$ cat src/rtl/csd_regs.vh
// Constants of the cycle-steal data channel: bus map, field positions, timing.
// Included by the channel top; holds definitions only.
`ifndef CSD_REGS_VH
`define CSD_REGS_VH

// Register byte offsets
`define CSD_CTRL_OFS     8'h00
`define CSD_STATUS_OFS   8'h04
`define CSD_LEVELS_OFS   8'h08
`define CSD_INIT_OFS     8'h0C
`define CSD_CHKCLR_OFS   8'h10
`define CSD_CAR_BASE     8'h40

// Control register bits
`define CSD_CTRL_LOAD    0
`define CSD_CTRL_DISPLAY 1
`define CSD_CTRL_INIT_LOAD 2
`define CSD_CTRL_CLEAR   3
`define CSD_CTRL_TIMER   4
`define CSD_CTRL_EXEC_IO 5
`define CSD_CTRL_W       6
`define CSD_CTRL_RESET   6'h00

// Status register fields
`define CSD_ST_T_LSB     0
`define CSD_ST_X_LSB     3
`define CSD_ST_STEAL     6
`define CSD_ST_DELAY     7
`define CSD_ST_CHECK     8
`define CSD_ST_WIN_LSB   9

// Channel initialise word: channel number and address portion
`define CSD_INIT_CH_LSB  16
`define CSD_INIT_CH_MSB  19

// Oscillator: four clocks per phase cycle, phase A then phase B
`define CSD_OSC_A        2'h0
`define CSD_OSC_B        2'h2

// Ring times
`define CSD_TIME_0       3'h0
`define CSD_TIME_1       3'h1
`define CSD_TIME_2       3'h2
`define CSD_TIME_3       3'h3
`define CSD_TIME_4       3'h4
`define CSD_TIME_6       3'h6
`define CSD_TIME_7       3'h7

// Steal control line codes
`define CSD_CC_LOAD_B    3'h2
`define CSD_CC_LOAD_IN   3'h3
`define CSD_CC_OUT_NOINC 3'h5
`define CSD_CC_CHECK     3'h6
`define CSD_CC_IN_BUF    3'h1

`endif

$ cat src/rtl/csd_channel.v
// Cycle-steal data channel: priority, channel address registers and buffer,
// steal ring interlocked with the processor ring. Wishbone classic slave.
// Assumes adapter inputs synchronous to clk and one 100 MHz clock.
//
// Decided for this implementation: register access over Wishbone and the address map.
`timescale 1ns/1ps
`default_nettype none
`include "csd_regs.vh"
module csd_channel #(
   parameter NCH = 15,
   parameter AW  = 16
) (
   input  wire          clk,
   input  wire          rstn,
   input  wire          wb_cyc_i,
   input  wire          wb_stb_i,
   input  wire          wb_we_i,
   input  wire [7:0]    wb_adr_i,
   input  wire [3:0]    wb_sel_i,
   input  wire [31:0]   wb_dat_i,
   output reg  [31:0]   wb_dat_o,
   output reg           wb_ack_o,
   input  wire [NCH-1:0] steal_req,
   input  wire [2:0]    steal_ctl,
   input  wire [AW-1:0] chan_data_bus,
   output reg  [NCH-1:0] steal_ack,
   output reg           any_steal,
   output reg  [AW-1:0] storage_addr,
   output reg           storage_addr_gate,
   output reg           proc_addr_block,
   output reg           xfer_to_out_bus,
   output reg           xfer_from_in_bus,
   output reg           addr_load_cycle,
   output reg           car_check,
   output reg  [2:0]    proc_time,
   output reg  [2:0]    steal_time
);
   // Code 010, 011 and 101 skip the X4 increment of the address register
   function incr_allowed;
      input [2:0] code;
      begin
         incr_allowed = !(code == `CSD_CC_LOAD_B || code == `CSD_CC_LOAD_IN ||
                          code == `CSD_CC_OUT_NOINC);
      end
   endfunction

   // Load codes 010 and 011 move a bus word into the address register
   function is_load_code;
      input [2:0] code;
      begin
         is_load_code = (code[2:1] == 2'b01);
      end
   endfunction

   reg  [AW-1:0]  car_mem [0:NCH-1];
   reg  [2:0]     lvl_ctl [0:NCH-1];
   reg  [AW-1:0]  cab_reg;
   reg  [NCH-1:0] lvl_reg;
   reg  [3:0]     win_reg;
   reg  [2:0]     code_reg;
   reg  [1:0]     osc_reg;
   reg            poll_reg;
   reg            poll_first_reg;
   reg            sampled_reg;
   reg            steal_reg;
   reg            delay_reg;
   reg            exec_io_pend_reg;
   reg            check_reg;
   reg  [`CSD_CTRL_W-1:0] ctrl_reg;

   wire [NCH-1:0] grant_oh;
   wire [3:0]     grant_idx;
   wire           grant_any;
   wire [2:0]     t_now;
   wire [2:0]     x_now;

   // Timing model: a four-clock oscillator cycle stands for one ring time.
   // Only phase A may step a ring, so the two rings share one advance pulse
   // and the interlock reduces to choosing which ring takes it.
   wire phase_a = (osc_reg == `CSD_OSC_A);
   wire phase_b = (osc_reg == `CSD_OSC_B);
   wire adv     = phase_a && !poll_reg;
   wire x_adv   = adv && steal_reg && !delay_reg;
   wire t_adv   = adv && !steal_reg;
   wire ring6   = steal_reg ? (x_now == `CSD_TIME_6) : (t_now == `CSD_TIME_6);
   wire scan_inhibit = ctrl_reg[`CSD_CTRL_LOAD] | ctrl_reg[`CSD_CTRL_DISPLAY] |
                       ctrl_reg[`CSD_CTRL_INIT_LOAD] | ctrl_reg[`CSD_CTRL_CLEAR];
   // Sample pulse driver fires on the second polling A pulse
   wire sample_fire = poll_reg && phase_a && poll_first_reg;
   wire [2:0] x_next = x_now + 3'h1;
   wire       gate_car = steal_reg && (x_now == `CSD_TIME_7 || x_now == `CSD_TIME_0 ||
                                       x_now == `CSD_TIME_1);
   wire       start_steal = t_adv && (t_now == `CSD_TIME_6) && grant_any;
   wire       end_steal   = x_adv && (x_now == `CSD_TIME_6) && !grant_any;

   // Priority is resolved from the registered level flops, never from the
   // live request lines, so a request that rises mid-cycle waits for a scan.
   csd_prio #(.N(NCH)) u_prio (
      .req   (lvl_reg),
      .grant (grant_oh),
      .idx   (grant_idx),
      .any   (grant_any)
   );

   // The processor ring is never loaded; it rests at 7 while a steal runs
   csd_ring u_tring (
      .clk      (clk),
      .rstn     (rstn),
      .step     (t_adv),
      .load     (1'b0),
      .load_val (3'h7),
      .time_reg (t_now)
   );

   csd_ring u_xring (
      .clk      (clk),
      .rstn     (rstn),
      .step     (x_adv),
      .load     (start_steal),
      .load_val (`CSD_TIME_7),
      .time_reg (x_now)
   );

   // Register bus decode. The ack term keeps a held request from being
   // taken twice while the master has not yet seen the answer.
   wire wb_req   = wb_cyc_i && wb_stb_i && !wb_ack_o;
   wire wb_wr    = wb_req && wb_we_i;
   wire wr_low   = wb_wr && wb_sel_i[0];
   wire init_wr  = wb_wr && (wb_adr_i == `CSD_INIT_OFS) && (&wb_sel_i[2:0]);
   wire [3:0] init_ch = wb_dat_i[`CSD_INIT_CH_MSB:`CSD_INIT_CH_LSB];
   // Check is judged on entry to X3 against the not yet incremented register
   wire chk_set  = x_adv && (x_next == `CSD_TIME_3) && (code_reg == `CSD_CC_CHECK) &&
                   (chan_data_bus != car_mem[win_reg]);

   // Scan interval: entering time 6 arms the polling latch; the second
   // phase A after that samples the requests and phase B then disarms it.
   // Oscillator phases, polling latch and scan
   always @(posedge clk) begin
      if (!rstn) begin
         osc_reg        <= 2'h0;
         poll_reg       <= 1'b0;
         poll_first_reg <= 1'b0;
         sampled_reg    <= 1'b0;
         lvl_reg        <= {NCH{1'b0}};
      end else begin
         osc_reg <= osc_reg + 2'h1;
         if (adv && ((steal_reg ? x_next : t_now + 3'h1) == `CSD_TIME_6) && !delay_reg) begin
            poll_reg       <= 1'b1;
            poll_first_reg <= 1'b0;
            sampled_reg    <= 1'b0;
         end else if (poll_reg && phase_a) begin
            poll_first_reg <= 1'b1;
            if (sample_fire) begin
               sampled_reg <= 1'b1;
               if (!scan_inhibit) begin
                  lvl_reg <= steal_req;
               end
            end
         end else if (poll_reg && phase_b && sampled_reg) begin
            poll_reg <= 1'b0;
         end
      end
   end

   // Steal mode, delay flop, acknowledge and level control flops
   integer k;
   always @(posedge clk) begin
      if (!rstn) begin
         steal_reg <= 1'b0;
         delay_reg <= 1'b0;
         win_reg   <= 4'h0;
         steal_ack <= {NCH{1'b0}};
         any_steal <= 1'b0;
         code_reg  <= 3'h0;
         for (k = 0; k < NCH; k = k + 1) begin
            lvl_ctl[k] <= 3'h0;
         end
      end else begin
         if (start_steal || (x_adv && x_now == `CSD_TIME_6 && grant_any)) begin
            steal_reg <= 1'b1;
            win_reg   <= grant_idx;
            steal_ack <= grant_oh;
            any_steal <= 1'b1;
         end else if (end_steal) begin
            steal_reg <= 1'b0;
            steal_ack <= {NCH{1'b0}};
            any_steal <= 1'b0;
         end
         // Delay flop: the step it swallows is the one that clears it, so
         // the held ring time lasts exactly one extra oscillator cycle.
         if (adv && steal_reg && delay_reg) begin
            delay_reg <= 1'b0;
         end else if (x_adv && x_next == `CSD_TIME_1 && ctrl_reg[`CSD_CTRL_TIMER]) begin
            delay_reg <= 1'b1;
         end else if ((start_steal || (x_adv && x_now == `CSD_TIME_6 && grant_any)) &&
                      exec_io_pend_reg) begin
            delay_reg <= 1'b1;
         end
         // Adapter holds its code while acknowledged; sample it at X0
         if (x_adv && x_next == `CSD_TIME_0) begin
            code_reg <= steal_ctl;
         end
         // Control flops of every level not acknowledged are held clear
         for (k = 0; k < NCH; k = k + 1) begin
            if (!steal_ack[k]) begin
               lvl_ctl[k] <= 3'h0;
            end else if (x_adv && x_next == `CSD_TIME_0) begin
               lvl_ctl[k] <= steal_ctl;
            end
         end
      end
   end

   // Own loop index so that each process drives its own variable
   integer m;

   // Address registers and buffer. A bus initialise in the same cycle as
   // a steal update of that channel wins; software initialises idle channels.
   always @(posedge clk) begin
      if (!rstn) begin
         cab_reg <= {AW{1'b0}};
         for (m = 0; m < NCH; m = m + 1) begin
            car_mem[m] <= {AW{1'b0}};
         end
      end else begin
         if (start_steal || (x_adv && x_next == `CSD_TIME_7)) begin
            cab_reg <= {AW{1'b0}};
         end else if (x_adv && x_now == `CSD_TIME_1) begin
            cab_reg <= car_mem[win_reg];
         end
         // Load codes clear at X3 and take the bus at X6; no increment
         // between, so the loaded word is what the next steal uses.
         if (x_adv && x_next == `CSD_TIME_3 && !code_reg[2] && code_reg[1]) begin
            car_mem[win_reg] <= {AW{1'b0}};
         end else if (x_adv && x_next == `CSD_TIME_4 && incr_allowed(code_reg)) begin
            car_mem[win_reg] <= car_mem[win_reg] + {{(AW-1){1'b0}}, 1'b1};
         end else if (x_adv && x_next == `CSD_TIME_6 && is_load_code(code_reg)) begin
            car_mem[win_reg] <= chan_data_bus;
         end
         if (init_wr && init_ch < NCH) begin
            car_mem[init_ch] <= wb_dat_i[AW-1:0];
         end
      end
   end

   // Storage address path and pin outputs, all registered
   always @(posedge clk) begin
      if (!rstn) begin
         storage_addr      <= {AW{1'b0}};
         storage_addr_gate <= 1'b0;
         proc_addr_block   <= 1'b0;
         xfer_to_out_bus   <= 1'b0;
         xfer_from_in_bus  <= 1'b0;
         addr_load_cycle   <= 1'b0;
         car_check         <= 1'b0;
         proc_time         <= 3'h7;
         steal_time        <= 3'h7;
      end else begin
         // The buffer, not the address register, carries X2..X6, so the
         // increment at X4 never reaches the storage address.
         storage_addr      <= gate_car ? car_mem[win_reg] : cab_reg;
         storage_addr_gate <= steal_reg;
         proc_addr_block   <= steal_reg;
         xfer_to_out_bus   <= steal_reg && (code_reg[2] || code_reg == 3'h0) &&
                              code_reg != `CSD_CC_CHECK;
         xfer_from_in_bus  <= steal_reg && code_reg == `CSD_CC_IN_BUF;
         addr_load_cycle   <= steal_reg && is_load_code(code_reg);
         car_check         <= chk_set;
         proc_time         <= t_now;
         steal_time        <= x_now;
      end
   end

   // Wishbone slave: one wait state, unmapped reads return zero
   always @(posedge clk) begin
      if (!rstn) begin
         wb_ack_o     <= 1'b0;
         wb_dat_o     <= 32'h00000000;
         ctrl_reg     <= `CSD_CTRL_RESET;
         exec_io_pend_reg <= 1'b0;
         check_reg    <= 1'b0;
      end else begin
         wb_ack_o <= wb_req;
         if (wr_low && wb_adr_i == `CSD_CTRL_OFS) begin
            ctrl_reg <= wb_dat_i[`CSD_CTRL_W-1:0];
         end
         if (wr_low && wb_adr_i == `CSD_CTRL_OFS && wb_dat_i[`CSD_CTRL_EXEC_IO]) begin
            exec_io_pend_reg <= 1'b1;
         end else if (delay_reg) begin
            exec_io_pend_reg <= 1'b0;
         end
         // A mismatch in the clearing cycle is kept
         if (chk_set) begin
            check_reg <= 1'b1;
         end else if (wb_wr && wb_adr_i == `CSD_CHKCLR_OFS) begin
            check_reg <= 1'b0;
         end
         // Read data stands only with ack; zero otherwise eases bus muxing
         wb_dat_o <= 32'h00000000;
         if (wb_req && !wb_we_i) begin
            if (wb_adr_i == `CSD_CTRL_OFS) begin
               wb_dat_o <= {26'h0, exec_io_pend_reg, ctrl_reg[`CSD_CTRL_W-2:0]};
            end else if (wb_adr_i == `CSD_STATUS_OFS) begin
               wb_dat_o <= {19'h0, win_reg, check_reg, delay_reg, steal_reg,
                            x_now, t_now};
            end else if (wb_adr_i == `CSD_LEVELS_OFS) begin
               wb_dat_o <= {{(32-NCH){1'b0}}, lvl_reg};
            end else if (wb_adr_i >= `CSD_CAR_BASE && wb_adr_i[1:0] == 2'h0 &&
                         (wb_adr_i - `CSD_CAR_BASE) < NCH * 4) begin
               wb_dat_o <= {{(32-AW){1'b0}}, car_mem[wb_adr_i[5:2]]};
            end
         end
      end
   end
endmodule // csd_channel
`default_nettype wire

$ cat src/rtl/csd_ring.v
// Eight-step timing ring, stepped by a one-cycle advance pulse.
// Assumes the caller never steps and loads in the same cycle.
`timescale 1ns/1ps
`default_nettype none
module csd_ring (
   input  wire       clk,
   input  wire       rstn,
   input  wire       step,
   input  wire       load,
   input  wire [2:0] load_val,
   output reg  [2:0] time_reg
);
   reg [2:0] time_next;

   always @* begin
      time_next = time_reg;
      if (load) begin
         time_next = load_val;
      end else if (step) begin
         time_next = time_reg + 3'h1;
      end
   end

   // Both rings rest at time 7
   always @(posedge clk) begin
      if (!rstn) begin
         time_reg <= 3'h7;
      end else begin
         time_reg <= time_next;
      end
   end
endmodule // csd_ring
`default_nettype wire

$ cat src/rtl/csd_prio.v
// Fixed priority resolver: lowest index wins.
// Purely combinational; the caller registers the result.
`timescale 1ns/1ps
`default_nettype none
module csd_prio #(
   parameter N = 15
) (
   input  wire [N-1:0] req,
   output reg  [N-1:0] grant,
   output reg  [3:0]   idx,
   output wire         any
);
   integer i;

   assign any = |req;

   // Scan from the highest level down so that level 0 overrides all
   always @* begin
      grant = {N{1'b0}};
      idx   = 4'h0;
      for (i = N - 1; i >= 0; i = i - 1) begin
         if (req[i]) begin
            grant    = {N{1'b0}};
            grant[i] = 1'b1;
            idx      = i[3:0];
         end
      end
   end
endmodule // csd_prio
`default_nettype wire

$ cat config.mk
export PLATFORM = sky130hd
export DESIGN_NAME = csd_channel
export DESIGN_NICKNAME = d
export VERILOG_FILES = /design/src/rtl/csd_channel.v /design/src/rtl/csd_ring.v /design/src/rtl/csd_prio.v
export VERILOG_INCLUDE_DIRS = /design/src /design/src/rtl
export SDC_FILE = /design/constraint.sdc
export NUM_CORES = 1
export LEC_CHECK = 0
export BUFFER_PORTS_ARGS = -buffer_cell sky130_fd_sc_hd__buf_2
export CAP_MARGIN = 5
export CORE_UTILIZATION = 45
export CTS_CLUSTER_DIAMETER = 150
export DETAILED_ROUTE_END_ITERATION = 16
export PLACE_DENSITY = 0.66
export SYNTH_ARGS = -nofsm -noshare
export SYNTH_HDL_FRONTEND = slang
export SYNTH_HIERARCHICAL = 1
export SYNTH_SLANG_ARGS = --single-unit
$ cat constraint.sdc
create_clock -name clk -period 5.6 [get_ports clk]
set_input_delay 1.12 -clock clk [delete_from_list [all_inputs] [get_ports clk]]
set_output_delay 1.12 -clock clk [all_outputs]
set_load 0.1 [all_outputs]
==> results.py <==
metrics = {
    "setup_path": {
        "crit_type": "register to register",
        "reg2reg_to": "car_mem[3][4]",
        "cp.arrival_ps": 4660,
        "reg2regPathDepth": 8,
        "critPathSlowestCell": "o31ai_1",
        "critPathLaunchType": "register",
        "r2r-start": "u_xring/time_reg[0]",
        "worstSetupEndpointType": "register",
        "crit_chain": "ha_1 -> xnor2_1 -> o31ai_1 -> nand2_1 -> nor3_1 -> nand3_1 -> nand3_1 -> buf_4",
        "path_max_fanout": 12,
        "cpMostUsedCell": "nand3_1",
        "path_buf_inv": 1,
        "slowest_delay_ps": 760,
        "cp.required_ps": 5870,
        "rrSetupSlack_ps": 1200,
        "crit_start": "u_xring/time_reg[0]",
        "cp_top_family": "simple AND/OR/NAND/NOR gates",
    },
    "layout": {
        "nFillCells": 3844,
        "finalInstanceArea_mm2": 0.02363,
        "drive_gt1_frac": 0.2319,
        "syn2layout_area_growth_pct": 12.18,
        "multi_input_area_mm2": 0.01015,
        "top_register": "car_mem",
        "fin_util": 0.5162,
        "fin_nets": 1976,
        "seq_area_mm2": 0.01012,
        "largest_reg_flops": 256,
    },
    "timing": {
        "slew_violations": 0,
        "rsz0062_at_grt": "false",
        "finalHoldWorstSlack_ps": 417.1,
        "clock_skew_ps": 31.38,
        "slew-limit-headroom": 0.1526,
        "fin_crit_ps": 4397,
        "finalSetupViolations": 0,
        "finalSetupTns_ps": 0,
        "max_freq_mhz": 227.4,
        "finalCritPeriodShare": 0.7852,
        "worst_slew_pin_slew_ps": 1261,
        "hold_viol_final": 0,
    },
    "pwr": {
        "peakVddDrop_mv": 0.2635,
        "p_leak_uw": 0.008432,
        "powerDensity_mw_per_mm2": 270.8,
        "finalPower_uw": 6398,
    },
    "logic_synthesis": {
        "synthArstFlopShare": 0,
        "ys.flop_type": "edfxtp_1",
        "netlist_area_mm2": 0.02106,
        "yosys_warnings": 6,
        "synth_area_leaders": "edfxtp_1 36%, mux4_2 15%, dfxtp_1 12%, a22o_1 5.1%, nand2_1 3.8%",
        "synth_seq_cells": 377,
        "synth_top_cell_area_share": 0.3650,
        "synth_cell_types": 81,
        "yosysSeqAreaShare": 0.4800,
        "synth.avg_cell_area_um2": 11.79,
        "syn-instance-count": 1786,
        "synth-edff-count": 256,
        "yosysTopAreaCell": "edfxtp_1",
    },
    "clock_network": {
        "post_cts_resized": 0,
        "post-cts-setup-buffers": 0,
        "clock_latency_ps": 590,
        "cts_max_path_buffers": 3,
        "cts_hold_buf": 0,
        "cts_max_level": 2,
        "root_buffer": "clkbuf_16",
        "tritoncts": "yes",
        "clkSinkCount": 377,
        "numCtsBuffers": 41,
        "path_clk_slew_ps": 60,
    },
    "placement": {
        "place_congestion": 0.9442,
        "portBuffers": 130,
        "postPlaceCellArea_mm2": 0.02225,
        "dpl.hpwl_mm": 49.63,
    },
    "flow_run": {
        "cap_viol_max_count": 0,
    },
    "floorplan": {
        "dieWidth_um": 218.3,
        "num_rows": 78,
        "pin_count": 160,
        "die-height_um": 218.3,
        "dieArea_mm2": 0.04767,
        "initial_core_util": 0.4601,
        "core_mm2": 0.04577,
    },
    "route": {
        "viasPerCell": 6.592,
        "routed_wl_mm": 71.06,
        "vias": 16566,
        "drtAntennaViolNets": 0,
        "drc": 0,
        "wl_per_cell_um": 28.28,
        "firstDrtPassIters": 7,
        "drt_iter0_drc": 2214,
    },
    "grt": {
        "overflow": 0,
        "antenna_found_initial": 4,
        "grt_first_pass_wirelength_mm": 103.8,
        "grtUsageTotal": 0.2982,
        "grt_max_degree": 69,
        "first_global_vias": 15924,
    },
    "min_path": {
        "hold_path.class": "register to register",
        "min_to": "osc_reg[0]",
        "min_from": "osc_reg[0]",
        "min_path_cells": 1,
    },
    "run_status": {
        "status": "complete, no violations",
    },
}
-- per-stage QoR --
stage	worst slack [ps]	std cells
after floorplan	1589	1810
after global placement	1164	2436
after detailed placement	1121	2436
after CTS	1352	2510
after global routing	1071	2510
final	1203	2513
-- how the worst max path moves through the flow --
stage	endpoint	cells past startpoint
after floorplan	car_mem[4][0]	8
after global placement	car_mem[2][13]	8
after detailed placement	car_mem[2][13]	8
after CTS	car_mem[8][14]	12
after global routing	car_mem[9][13]	10
final	car_mem[3][4]	8
-- layer usage --
metal  global-route usage  up-vias  routed length [um]
li1                     -     7088                   -
met1               0.3857     8040               26170
met2               0.4619     1207               32230
met3              0.08991      229                9460
met4               0.1301        2                3181
met5                    0        -                  18
-- layout make-up --
type / count / share of cell area
inverter: 24 / 0.003813
clock inverter: 22 / 0.01022
tap: 600 / 0.03177
timing repair buffer: 195 / 0.04829
antenna: 3 / 0.0003177
sequential: 377 / 0.4282
clock buffer: 52 / 0.04782
multi-input combinational: 1240 / 0.4295
-- placed cells by master, fill, tap and decap left out, types with 18 or more instances in the layout --
cell       instances
a21oi_1           37
a22o_1           123
buf_2            129
buf_4             66
clkbuf_16         43
conb_1            26
dfxtp_1          118
edfxtp_1         256
inv_1             22
mux2i_1           62
mux4_2           138
nand2_1          214
nand2b_1          18
nand3_1           35
nor2_1           129
nor3_1            22
o21ai_0           78
o31ai_1          100
xnor2_1           27
-- where the power goes --
group | switching (uW) | internal, uW
logic | 331 | 176
registers | 41.9 | 3030
clock network | 1160 | 1660
-- cells in the mapped netlist (all sizes together), types with 13 or more instances --
master	number
nor2	133
xor2	15
nor2b	16
a22o	124
nor3	25
ha	14
nand2	214
mux2i	65
o31ai	100
buf	66
a22oi	18
mux4	139
a222oi	13
clkbuf	103
a21oi	37
edfxtp	256
inv	23
nand2b	18
o21ai	91
xnor2	28
nand3	35
dfxtp	121
-- worst reg2reg max path: cells and delay by family (launching register included) --
family                     cells  cell delay (ps)
and+or+nand+nor                4             1840
AOI/OAI and AO/OA              1              760
DFF                            1              610
buffers and inverters          1              340
adders and majority gates      1              280
xor gates and xnor gates       1              250
-- kinds of logic (layout without fill, tap and decap cells) --
kind of cell,count (synthesis),count (layout),share of synthesized area
AND/OR/NAND/NOR,520,520,0.1154
AO/OA/AOI/OAI,425,425,0.1483
flip-flops,377,377,0.4800
multiplexers,212,212,0.1849
buffers and inverters,193,293,0.04438
XOR/XNOR,43,43,0.01824
adder cells (fa/ha/maj),14,14,0.008317
other,2,29,0.0003566
(Power assumes the default switching activity.)
